$ cat src/rtl/tco_pkg.sv
/*
 * constants for the tandem connection overhead inserter: register map,
 * field positions, reset values and the container / multiframe geometry.
 * assumes a 32-bit AXI4-Lite register bus and a byte-wide container stream.
 */
package tco_pkg;
	// register map, byte addresses
	localparam int ADDR_W = 6;
	localparam logic [5:0] OFF_CTRL = 6'h00;
	localparam logic [5:0] OFF_STATUS = 6'h04;
	localparam logic [5:0] OFF_TRACE0 = 6'h08;
	localparam int TRACE_WORDS = 4;
	localparam logic [3:0] LAST_WORD_IDX = 4'h5;
	// control fields
	localparam int CTRL_EN_BIT = 0;
	localparam logic [31:0] CTRL_RESET = 32'h0000_0001;
	localparam logic [31:0] TRACE_RESET = 32'h0000_0000;
	// status fields
	localparam int ST_MF_LSB = 0;
	localparam int ST_IEC_LSB = 8;
	localparam int ST_OVF_BIT = 16;
	// bus answers
	localparam logic [1:0] RESP_OKAY = 2'h0;
	localparam logic [1:0] RESP_SLVERR = 2'h2;
	// container geometry: index of a byte counted from the frame start byte
	localparam logic [11:0] B3_IDX = 12'h105;
	localparam logic [11:0] N1_IDX = 12'h828;
	localparam logic [11:0] IDX_MAX = 12'hFFF;
	// multiframe layout of N1 bits 7 and 8
	localparam logic [6:0] MF_FIRST = 7'h01;
	localparam logic [6:0] MF_LEN = 7'h4C;
	localparam logic [6:0] FAS_LAST = 7'h08;
	localparam logic [6:0] TRACE_FIRST = 7'h09;
	localparam logic [6:0] TRACE_LAST = 7'h48;
	localparam logic [6:0] RDI_FRAME = 7'h49;
	localparam logic [6:0] ODI_FRAME = 7'h4A;
	localparam logic [1:0] FAS_BITS = 2'h3;
	localparam logic [1:0] FAS_END_BITS = 2'h2;
	// incoming error codes
	localparam logic [3:0] IEC_ZERO = 4'h9;
	localparam logic [3:0] IEC_SF = 4'hE;
endpackage

$ cat src/rtl/tco_overhead_inserter.sv
/*
 * tandem connection source: rewrites N1 in every container frame and
 * compensates B3, with an AXI4-Lite slave for control, status and trace.
 * assumes the container clock is an asynchronous pin sampled here, with
 * data and frame start changing well away from its rising edge, and the
 * sink-side request and value inputs coming from logic on this clock.
 */
// Added by the designer: the register addresses and the AXI4-Lite slave port.
`timescale 1ns/1ps
module tco_overhead_inserter (
	// clock and reset
	input logic clock,
	input logic sys_rst,
	// axi4-lite write
	input logic [tco_pkg::ADDR_W-1:0] s_axi_awaddr,
	input logic s_axi_awvalid,
	output logic s_axi_awready,
	input logic [31:0] s_axi_wdata,
	input logic [3:0] s_axi_wstrb,
	input logic s_axi_wvalid,
	output logic s_axi_wready,
	output logic [1:0] s_axi_bresp,
	output logic s_axi_bvalid,
	input logic s_axi_bready,
	// axi4-lite read
	input logic [tco_pkg::ADDR_W-1:0] s_axi_araddr,
	input logic s_axi_arvalid,
	output logic s_axi_arready,
	output logic [31:0] s_axi_rdata,
	output logic [1:0] s_axi_rresp,
	output logic s_axi_rvalid,
	input logic s_axi_rready,
	// incoming container
	input logic container_clock_in,
	input logic [7:0] container_data_in,
	input logic container_frame_start_in,
	input logic incoming_signal_fail,
	// companion sink indications
	input logic remote_defect_request,
	input logic remote_error_value,
	input logic outgoing_defect_request,
	input logic outgoing_error_value,
	// outgoing container
	output logic container_clock_out,
	output logic [7:0] container_data_out,
	output logic container_frame_start_out,
	output logic container_out_valid,
	input logic container_out_ready
);
	// pin synchronisers: stage 1 is read only by stage 2
	logic [2:0] ck_s_q;
	logic [9:0] in_s1_q;
	logic [9:0] in_s2_q;

	always_ff @(posedge clock) begin
		ck_s_q <= {ck_s_q[1:0], container_clock_in};
		in_s1_q <= {container_frame_start_in, incoming_signal_fail, container_data_in};
		in_s2_q <= in_s1_q;
	end

	wire byte_ev = ck_s_q[1] && !ck_s_q[2];
	wire byte_fs = in_s2_q[9];
	wire byte_sf = in_s2_q[8];
	wire [7:0] din = in_s2_q[7:0];

	// registers
	logic [31:0] ctrl_q;
	logic [31:0] trace_q [tco_pkg::TRACE_WORDS];
	logic ovf_q;
	wire en = ctrl_q[tco_pkg::CTRL_EN_BIT];
	wire [127:0] trace_vec = {trace_q[0], trace_q[1], trace_q[2], trace_q[3]};

	// frame state
	logic [11:0] ix_q;
	logic [6:0] mf_q;
	logic [7:0] bip_acc_q;
	logic [7:0] prev_bip_q;
	logic [3:0] iec_q;
	logic rei_q;
	logic oei_q;
	logic rdi_q;
	logic odi_q;
	logic sf_q;
	logic [7:0] b3_in_prev_q;
	logic [7:0] b3_out_prev_q;
	logic [7:0] n1_in_prev_q;
	logic [7:0] n1_out_prev_q;

	function automatic logic [3:0] ones(input logic [7:0] v);
		logic [3:0] n;
		n = '0;
		for (int i = 0; i < 8; i++) begin
			n = n + {3'h0, v[i]};
		end
		return n;
	endfunction

	wire at_b3 = !byte_fs && (ix_q == tco_pkg::B3_IDX);
	wire at_n1 = !byte_fs && (ix_q == tco_pkg::N1_IDX);
	wire [3:0] mism = ones(prev_bip_q ^ din);
	wire [3:0] iec_d = sf_q ? tco_pkg::IEC_SF :
		(mism == 4'h0) ? tco_pkg::IEC_ZERO : mism;

	// multiframed channel content, bits 7 and 8
	wire [5:0] tr_k = 6'(mf_q - tco_pkg::TRACE_FIRST);
	wire [6:0] tr_hi = ~{tr_k, 1'b0};
	wire [6:0] tr_lo = ~{tr_k, 1'b1};
	wire is_fas = (mf_q <= tco_pkg::FAS_LAST);
	wire is_trace = (mf_q >= tco_pkg::TRACE_FIRST) && (mf_q <= tco_pkg::TRACE_LAST);
	wire [1:0] fas_bits = (mf_q == tco_pkg::FAS_LAST) ? tco_pkg::FAS_END_BITS :
		tco_pkg::FAS_BITS;
	wire [1:0] trace_bits = {trace_vec[tr_hi], trace_vec[tr_lo]};
	// one means defect, zero normal; other reserved positions stay zero
	wire [1:0] tail_bits = (mf_q == tco_pkg::RDI_FRAME) ? {1'b0, rdi_q} :
		(mf_q == tco_pkg::ODI_FRAME) ? {odi_q, 1'b0} : 2'b00;
	wire [1:0] mf_bits = is_fas ? fas_bits : is_trace ? trace_bits : tail_bits;
	wire [7:0] n1_new = {iec_q, rei_q, oei_q, mf_bits};
	// compensation keeps downstream path monitors happy after N1 is rewritten
	wire [7:0] b3_new = b3_in_prev_q ^ b3_out_prev_q ^ n1_in_prev_q ^ n1_out_prev_q ^ din;
	wire [7:0] out_byte = !en ? din : at_b3 ? b3_new : at_n1 ? n1_new : din;

	always_ff @(posedge clock) begin
		if (sys_rst) begin
			ix_q <= '0;
			mf_q <= tco_pkg::MF_LEN;
			bip_acc_q <= '0;
			prev_bip_q <= '0;
			iec_q <= tco_pkg::IEC_ZERO;
			{rei_q, oei_q, rdi_q, odi_q, sf_q} <= '0;
		end else if (byte_ev) begin
			if (byte_fs) begin
				ix_q <= 12'h001;
				mf_q <= (mf_q == tco_pkg::MF_LEN) ? tco_pkg::MF_FIRST : mf_q + 7'h01;
				prev_bip_q <= bip_acc_q;
				bip_acc_q <= din;
				// requests are sampled once a frame, so set and clear land in
				// the next multiframe slot at the latest
				rdi_q <= remote_defect_request;
				odi_q <= outgoing_defect_request;
				rei_q <= remote_error_value;
				oei_q <= outgoing_error_value;
				sf_q <= byte_sf;
			end else begin
				ix_q <= (ix_q == tco_pkg::IDX_MAX) ? ix_q : ix_q + 12'h001;
				bip_acc_q <= bip_acc_q ^ din;
				if (at_b3) begin
					iec_q <= iec_d;
				end
				if (byte_sf) begin
					sf_q <= 1'b1;
				end
			end
		end
	end

	// history for the compensation: the byte as received and as sent
	always_ff @(posedge clock) begin
		if (sys_rst) begin
			b3_in_prev_q <= '0;
			b3_out_prev_q <= '0;
			n1_in_prev_q <= '0;
			n1_out_prev_q <= '0;
		end else if (byte_ev && at_b3) begin
			b3_in_prev_q <= din;
			b3_out_prev_q <= out_byte;
		end else if (byte_ev && at_n1) begin
			n1_in_prev_q <= din;
			n1_out_prev_q <= out_byte;
		end
	end

	// two-entry buffer toward the downstream stage
	wire buf_in_ready;
	wire [8:0] buf_in_data = {byte_fs, out_byte};
	wire ob_valid;
	wire [8:0] ob_data;
	wire ob_ready = !container_out_valid || container_out_ready;

	tco_pair_buffer #(
		.WIDTH(9),
		.DEPTH(2)
	) i_tco_pair_buffer (
		.clock(clock),
		.sys_rst(sys_rst),
		.in_valid(byte_ev),
		.in_ready(buf_in_ready),
		.in_data(buf_in_data),
		.out_valid(ob_valid),
		.out_ready(ob_ready),
		.out_data(ob_data)
	);

	// the pin cannot be stalled, so a byte that meets a full buffer is lost
	// and only the sticky overflow flag tells software
	wire ovf_set = byte_ev && !buf_in_ready;

	always_ff @(posedge clock) begin
		if (sys_rst) begin
			container_out_valid <= 1'b0;
			container_clock_out <= 1'b0;
			container_data_out <= '0;
			container_frame_start_out <= 1'b0;
		end else begin
			container_clock_out <= ob_valid && ob_ready;
			if (ob_valid && ob_ready) begin
				container_out_valid <= 1'b1;
				container_data_out <= ob_data[7:0];
				container_frame_start_out <= ob_data[8];
			end else if (container_out_ready) begin
				container_out_valid <= 1'b0;
			end
		end
	end

	// axi4-lite write side: address and data taken in either order
	logic aw_held_q;
	logic w_held_q;
	logic [tco_pkg::ADDR_W-1:0] awaddr_q;
	logic [31:0] wdata_q;
	logic [3:0] wstrb_q;

	assign s_axi_awready = !aw_held_q && !s_axi_bvalid;
	assign s_axi_wready = !w_held_q && !s_axi_bvalid;
	wire do_write = aw_held_q && w_held_q && !s_axi_bvalid;
	wire [3:0] wr_idx = awaddr_q[5:2];
	wire wr_hit = (wr_idx <= tco_pkg::LAST_WORD_IDX);

	function automatic logic [31:0] merge(input logic [31:0] old, input logic [31:0] nv,
		input logic [3:0] strb);
		logic [31:0] r;
		r = old;
		for (int b = 0; b < 4; b++) begin
			if (strb[b]) begin
				r[b*8 +: 8] = nv[b*8 +: 8];
			end
		end
		return r;
	endfunction

	always_ff @(posedge clock) begin
		if (sys_rst) begin
			aw_held_q <= 1'b0;
			w_held_q <= 1'b0;
			awaddr_q <= '0;
			wdata_q <= '0;
			wstrb_q <= '0;
			s_axi_bvalid <= 1'b0;
			s_axi_bresp <= tco_pkg::RESP_OKAY;
		end else begin
			if (s_axi_awvalid && s_axi_awready) begin
				aw_held_q <= 1'b1;
				awaddr_q <= s_axi_awaddr;
			end
			if (s_axi_wvalid && s_axi_wready) begin
				w_held_q <= 1'b1;
				wdata_q <= s_axi_wdata;
				wstrb_q <= s_axi_wstrb;
			end
			if (do_write) begin
				aw_held_q <= 1'b0;
				w_held_q <= 1'b0;
				s_axi_bvalid <= 1'b1;
				s_axi_bresp <= wr_hit ? tco_pkg::RESP_OKAY : tco_pkg::RESP_SLVERR;
			end else if (s_axi_bvalid && s_axi_bready) begin
				s_axi_bvalid <= 1'b0;
			end
		end
	end

	wire wr_ctrl = do_write && (awaddr_q[5:2] == tco_pkg::OFF_CTRL[5:2]);
	wire wr_status = do_write && (awaddr_q[5:2] == tco_pkg::OFF_STATUS[5:2]);
	localparam int ST_OVF_LANE = tco_pkg::ST_OVF_BIT / 8;
	wire ovf_clr = wr_status && wstrb_q[ST_OVF_LANE] && wdata_q[tco_pkg::ST_OVF_BIT];

	always_ff @(posedge clock) begin
		if (sys_rst) begin
			ctrl_q <= tco_pkg::CTRL_RESET;
			ovf_q <= 1'b0;
		end else begin
			if (wr_ctrl) begin
				ctrl_q <= merge(ctrl_q, wdata_q, wstrb_q);
			end
			// a loss in the clearing cycle keeps the flag set
			ovf_q <= ovf_set || (ovf_q && !ovf_clr);
		end
	end

	genvar g;
	generate
		for (g = 0; g < tco_pkg::TRACE_WORDS; g++) begin : gen_trace
			wire hit = do_write && (wr_idx == 4'(g + 2));
			always_ff @(posedge clock) begin
				if (sys_rst) begin
					trace_q[g] <= tco_pkg::TRACE_RESET;
				end else if (hit) begin
					trace_q[g] <= merge(trace_q[g], wdata_q, wstrb_q);
				end
			end
		end
	endgenerate

	// axi4-lite read side
	wire [3:0] rd_idx = s_axi_araddr[5:2];
	wire [1:0] rd_tidx = 2'(rd_idx - 4'h2);
	wire rd_hit = (rd_idx <= tco_pkg::LAST_WORD_IDX);
	wire [31:0] status_word = (32'(mf_q) << tco_pkg::ST_MF_LSB) |
		(32'(iec_q) << tco_pkg::ST_IEC_LSB) | (32'(ovf_q) << tco_pkg::ST_OVF_BIT);
	wire [31:0] rd_word = !rd_hit ? 32'h0000_0000 :
		(rd_idx == 4'h0) ? ctrl_q : (rd_idx == 4'h1) ? status_word : trace_q[rd_tidx];

	assign s_axi_arready = !s_axi_rvalid;

	always_ff @(posedge clock) begin
		if (sys_rst) begin
			s_axi_rvalid <= 1'b0;
			s_axi_rdata <= '0;
			s_axi_rresp <= tco_pkg::RESP_OKAY;
		end else if (s_axi_arvalid && s_axi_arready) begin
			s_axi_rvalid <= 1'b1;
			s_axi_rdata <= rd_word;
			s_axi_rresp <= rd_hit ? tco_pkg::RESP_OKAY : tco_pkg::RESP_SLVERR;
		end else if (s_axi_rvalid && s_axi_rready) begin
			s_axi_rvalid <= 1'b0;
		end
	end

	// checks on the inserted overhead and the sticky overflow flag
	wire n1_push = byte_ev && at_n1 && en;
	wire b3_push = byte_ev && at_b3 && en;

	a_mf_wrap: assert property (@(posedge clock) disable iff (sys_rst)
		(byte_ev && byte_fs && mf_q == 7'h4C) |=> (mf_q == 7'h01))
		else $error("multiframe counter did not wrap to one");
	a_mf_step: assert property (@(posedge clock) disable iff (sys_rst)
		(byte_ev && byte_fs && mf_q < 7'h4C) |=> (mf_q == $past(mf_q) + 7'h01))
		else $error("multiframe counter did not advance");
	a_fas_pattern: assert property (@(posedge clock) disable iff (sys_rst)
		(n1_push && mf_q >= 7'h01 && mf_q <= 7'h08) |->
		(buf_in_data[1:0] == ((mf_q == 7'h08) ? 2'b10 : 2'b11)))
		else $error("alignment pattern wrong in N1");
	a_rdi_odi_bits: assert property (@(posedge clock) disable iff (sys_rst)
		(n1_push && (mf_q == 7'h49 || mf_q == 7'h4A)) |->
		(buf_in_data[1:0] == ((mf_q == 7'h49) ? {1'b0, rdi_q} : {odi_q, 1'b0})))
		else $error("defect indication bits wrong");
	a_rdi_follows: assert property (@(posedge clock) disable iff (sys_rst)
		(byte_ev && byte_fs) |=> (rdi_q == $past(remote_defect_request) &&
		odi_q == $past(outgoing_defect_request)))
		else $error("defect request not sampled at frame start");
	a_reserved_zero: assert property (@(posedge clock) disable iff (sys_rst)
		(n1_push && mf_q >= 7'h4B && mf_q <= 7'h4C) |-> (buf_in_data[1:0] == 2'b00))
		else $error("reserved channel bits not zero");
	a_error_copy: assert property (@(posedge clock) disable iff (sys_rst)
		(n1_push) |-> (buf_in_data[3] == rei_q && buf_in_data[2] == oei_q))
		else $error("error indication bits not copied");
	a_iec_fail: assert property (@(posedge clock) disable iff (sys_rst)
		(byte_ev && at_b3 && sf_q) |=> (iec_q == 4'hE))
		else $error("signal fail code missing");
	a_iec_nonzero: assert property (@(posedge clock) disable iff (sys_rst)
		(n1_push) |-> (buf_in_data[7:4] != 4'h0 && buf_in_data[7:4] <= 4'hE))
		else $error("error code all zero");
	a_b3_plain: assert property (@(posedge clock) disable iff (sys_rst)
		(b3_push && n1_in_prev_q == n1_out_prev_q) |->
		(buf_in_data[7:0] == (b3_in_prev_q ^ b3_out_prev_q ^ din)))
		else $error("parity compensation wrong");
	a_ovf_sticky: assert property (@(posedge clock) disable iff (sys_rst)
		(ovf_set) |=> (ovf_q))
		else $error("lost byte not flagged");
endmodule

$ cat src/rtl/tco_pair_buffer.sv
/*
 * small valid/ready buffer, flip-flop storage addressed by index.
 * assumes one clock and a synchronous active-high reset.
 */
`timescale 1ns/1ps
module tco_pair_buffer #(
	parameter int WIDTH = 9,
	parameter int DEPTH = 2
) (
	// clock and reset
	input logic clock,
	input logic sys_rst,
	// filling side
	input logic in_valid,
	output logic in_ready,
	input logic [WIDTH-1:0] in_data,
	// draining side
	output logic out_valid,
	input logic out_ready,
	output logic [WIDTH-1:0] out_data
);
	localparam int PW = (DEPTH > 1) ? $clog2(DEPTH) : 1;
	localparam logic [PW:0] DEPTH_C = (PW + 1)'(DEPTH);
	localparam logic [PW-1:0] LAST_C = PW'(DEPTH - 1);

	logic [WIDTH-1:0] mem_q [DEPTH];
	logic [PW-1:0] wr_q;
	logic [PW-1:0] rd_q;
	logic [PW:0] cnt_q;

	wire push = in_valid && in_ready;
	wire pop = out_valid && out_ready;

	assign in_ready = (cnt_q != DEPTH_C);
	assign out_valid = (cnt_q != '0);
	assign out_data = mem_q[rd_q];

	always_ff @(posedge clock) begin
		if (push) begin
			mem_q[wr_q] <= in_data;
		end
	end

	always_ff @(posedge clock) begin
		if (sys_rst) begin
			wr_q <= '0;
			rd_q <= '0;
			cnt_q <= '0;
		end else begin
			if (push) begin
				wr_q <= (wr_q == LAST_C) ? '0 : wr_q + 1'b1;
			end
			if (pop) begin
				rd_q <= (rd_q == LAST_C) ? '0 : rd_q + 1'b1;
			end
			if (push && !pop) begin
				cnt_q <= cnt_q + 1'b1;
			end else if (pop && !push) begin
				cnt_q <= cnt_q - 1'b1;
			end
		end
	end
endmodule

$ cat config.mk
export PLATFORM = sky130hd
export DESIGN_NAME = tco_overhead_inserter
export DESIGN_NICKNAME = d
export VERILOG_FILES = /design/src/rtl/tco_pkg.sv /design/src/rtl/tco_overhead_inserter.sv /design/src/rtl/tco_pair_buffer.sv
export SDC_FILE = /design/constraint.sdc
export NUM_CORES = 1
export LEC_CHECK = 0
export ABC_AREA = 1
export BUFFER_PORTS_ARGS = -buffer_cell sky130_fd_sc_hd__buf_2
export CAP_MARGIN = 10
export CORE_MARGIN = 5
export CORE_UTILIZATION = 40
export CTS_CLUSTER_DIAMETER = 100
export DETAILED_ROUTE_END_ITERATION = 6
export GPL_TIMING_DRIVEN = 1
export PLACE_DENSITY = 0.61
export RECOVER_POWER = 25
export SLEW_MARGIN = 30
export SYNTH_ARGS = -nofsm -noshare
export SYNTH_HDL_FRONTEND = slang
export SYNTH_HIERARCHICAL = 1
export SYNTH_SLANG_ARGS = --single-unit
$ cat constraint.sdc
create_clock -name clock -period 3.45 [get_ports clock]
set_input_delay 0.345 -clock clock [delete_from_list [all_inputs] [get_ports clock]]
set_output_delay 0.345 -clock clock [all_outputs]
set_load 0.02 [all_outputs]
==> impl_metrics.ini <==
[run_status]
status = complete, but fails checks
failed_checks = max-capacitance violations, max-slew violations

[grt]
grt_max_degree = 75
gr-usage-all-layers_pct = 21.02
grt_pass1_vias = 13690
grt_overflow_total = 0
antenna_found_initial = 0
grt_pass1_wl_um = 78150

[synthesis]
yosys_warnings = 6
synth_top_family_by_area = simple AND/OR/NAND/NOR gates
synth.distinct_cells = 55
synthSimpleGateAreaFrac_pct = 17.55
ys_async_sr_fraction_pct = 0
ys.flop_type = dfxtp_1
syn-cell-area_mm2 = 0.01679
synth_compound_area_share_pct = 17.51
synth_edf_count = 146
syn_inst = 1963
syn_area_per_cell_um2 = 8.556
synth-seq-cells = 372
ys_seq_area_share_pct = 53.04
synthAdderAreaFrac_pct = 1.371
synth.area.mux_share_pct = 0.6034
synth_xor_area_share_pct = 2.332

[timing]
setup_tns_ns = 0
setup_viol = 0
rsz0062_at_grt = true
finalHoldViolCount = 0
fin_crit_sh_pct = 98.62
finalMaxSlewViolations = 31
min_period_ns = 3.402
fmax_mhz = 293.9
relSlewSlack_pct = -34.78
worstMarginPinSlew_ns = 2.022
skew_ns = 0.01952

[critical_path]
path_max_fanout = 2
crit_path_end_kind = register
worstSetupPathType = reg -> reg
critPathRequiredTime_ns = 3.94
start_kind = register
rr_worst_depth = 15
cp.arrival_ns = 3.89

[clocking]
path_clk_slew_ns = 0.06
cts_tree = done
insertion_delay_ns = 0.55
clkSinkCount = 372
root_buffer = clkbuf_16
htree_levels = 2
clk_path_buf_depth = 3
cts_buffers = 41

[floorplan]
initial_core_util_pct = 40.22
die_area_mm2 = 0.04618
core-area_mm2 = 0.04176
die_y_um = 214.9
io_pins = 123
die_x_um = 214.9
rows = 75

[pwr]
seqPwrFrac_pct = 45.9
p_int_uw = 7807
ir_drop_uv = 530.1
switching_share_pct = 27.64
power.density_mw_per_mm2 = 558.6
power_frac_clock_pct = 39.0
p_leak_uw = 0.007512
pwr-share-comb_pct = 15.1
power_switching_uw = 2982

[hold_path]
hold_depth = 3
hp-class = in -> reg

[route]
drtPass1Iterations = 5
vias_per_cell = 5.382
wirelength_um = 50230
vias = 14256
routed_wire_length_per_instance_um = 18.96
first_iter_violations = 1243
ant_nets = 0
drc = 0

[run]
maxCapViolCount = 1

[final_layout]
num_antenna_cells = 0
final_util_pct = 46.25
fin_cells = 2649
post_route_cells_drive_above_1_share_pct = 11.99
area_growth_pct = 15.00
nNetsFinal = 2165

[placement]
dp_hpwl_um = 34810
dp.cells = 2562
gp_congestion = 0.9063
port_buffers = 116
[what timing repair did]
item / in CTS / in global routing
setup endpoints to repair: 1 / 3
hold buffers: 11 / 0
pin swaps: 0 / 8
buffers inserted: 1 / 0
resized for setup: 1 / 13
hold endpoints to repair: 11 / 0
[power groups by stage]
stage               combinational (µW)  sequential (µW)  clock [µW]
floorplan                          992             5080           0
global placement                  1560             5030           0
global route                      1810             4980        4470
finish                            1620             4950        4210
detailed placement                1590             5040           0
CTS                               1630             4950        4270
[cell usage in the layout (no fill, tap or decap), drive strengths merged, types with 27 or more instances in the layout]
cell type,instances
nor2,340
o21ai,252
dfxtp,226
nand2,211
a21oi,190
inv,175
edfxtp,146
buf,125
nand3,112
clkbuf,109
a221oi,31
xor2,27
[synthesized netlist by cell type (all sizes together) (2+ instances only)]
cell	instances	area share (%)
xnor2	16	0.83
o221ai	11	0.57
inv	174	3.9
mux2	9	0.60
buf	47	1.9
fa	4	0.48
a31oi	3	0.11
nor2	340	7.8
xor2	27	1.5
o31ai	8	0.36
nand4	9	0.37
o21ai	252	7.7
edfxtp	146	26
or2	2	0.074
a221oi	31	1.6
clkbuf	70	1.6
o211ai	15	0.67
dfxtp	226	27
nand3	112	3.3
ha	12	0.89
a21oi	190	5.7
clkinv	5	0.12
nand2	211	4.9
nor3	17	0.63
a211oi	9	0.40
nor4	7	0.35
[layer usage]
layer	GRT usage (%)	share of wire, %
met1	27.62	42
met2	35.93	49
met3	3.434	6.1
met4	6.184	2.4
met5	0	0
[sequential cells by signal, indices dropped and copies added (netlist names), 10 cells and up, named ones only]
name	flops
i_tco_pair_buffer/mem_q	18
wdata_q	32
ix_q	12
ctrl_q	32
in_s2_q	10
trace_q	128
s_axi_rdata	32
in_s1_q	10
[worst paths after layout]
kind / from / endpoint / slack [ns]
worst max-delay path: prev_bip_q[0]$_SDFFE_PP0P_ / iec_q[3]$_SDFFE_PP1P_ / 0.05
worst min-delay path: remote_error_value / rei_q$_SDFFE_PP0P_ / 0.03
worst max register to register: prev_bip_q[0]$_SDFFE_PP0P_ / iec_q[3]$_SDFFE_PP1P_ / 0.05
worst min register to register: in_s1_q[8]$_DFF_P_ / in_s2_q[8]$_DFF_P_ / 0.32
[worst max-delay path, stage by stage, from the launching register on]
cell     delay, ns
dfxtp_2       0.33
xor2_2        0.17
fa_1          0.50
fa_1          0.51
inv_1         0.05
fa_1          0.42
inv_1         0.07
ha_2          0.18
inv_2         0.05
fa_2          0.57
nand2_2       0.06
nor3_2        0.19
nor2_1        0.07
nand2_1       0.06
o21ai_1       0.05
nand2_1       0.06
[metrics by stage]
step                power (µW)  worst slack (ns)  hold slack [ns]  area, µm²
finish                   10790           0.04758          0.02753      19310
global route             11260           -0.1340          0.04112      19310
CTS                      10850           0.02871         0.005345      19360
detailed placement        6635          -0.02564           0.3121      17950
global placement          6596          -0.02276           0.3140      17950
floorplan                 6074           0.02537           0.3096      16800
[final cells by class]
cell class / count / area, µm²
clock buffers: 57 / 1146
clock inverters: 18 / 133.9
fillers: 3966 / 22450
inverters: 179 / 684.4
multi-input cells: 1296 / 6659
flip-flops and latches: 372 / 8915
well taps: 539 / 674.4
repair buffers: 188 / 1101
[logic make-up after synthesis]
family          Yosys count
flops                   372
other cells               1
simple gates            700
fa+ha+maj                16
xor+xnor                 43
mux                       9
buf+inv                 296
compound gates          526
No activity file was read; power rests on OpenSTA's default activity.
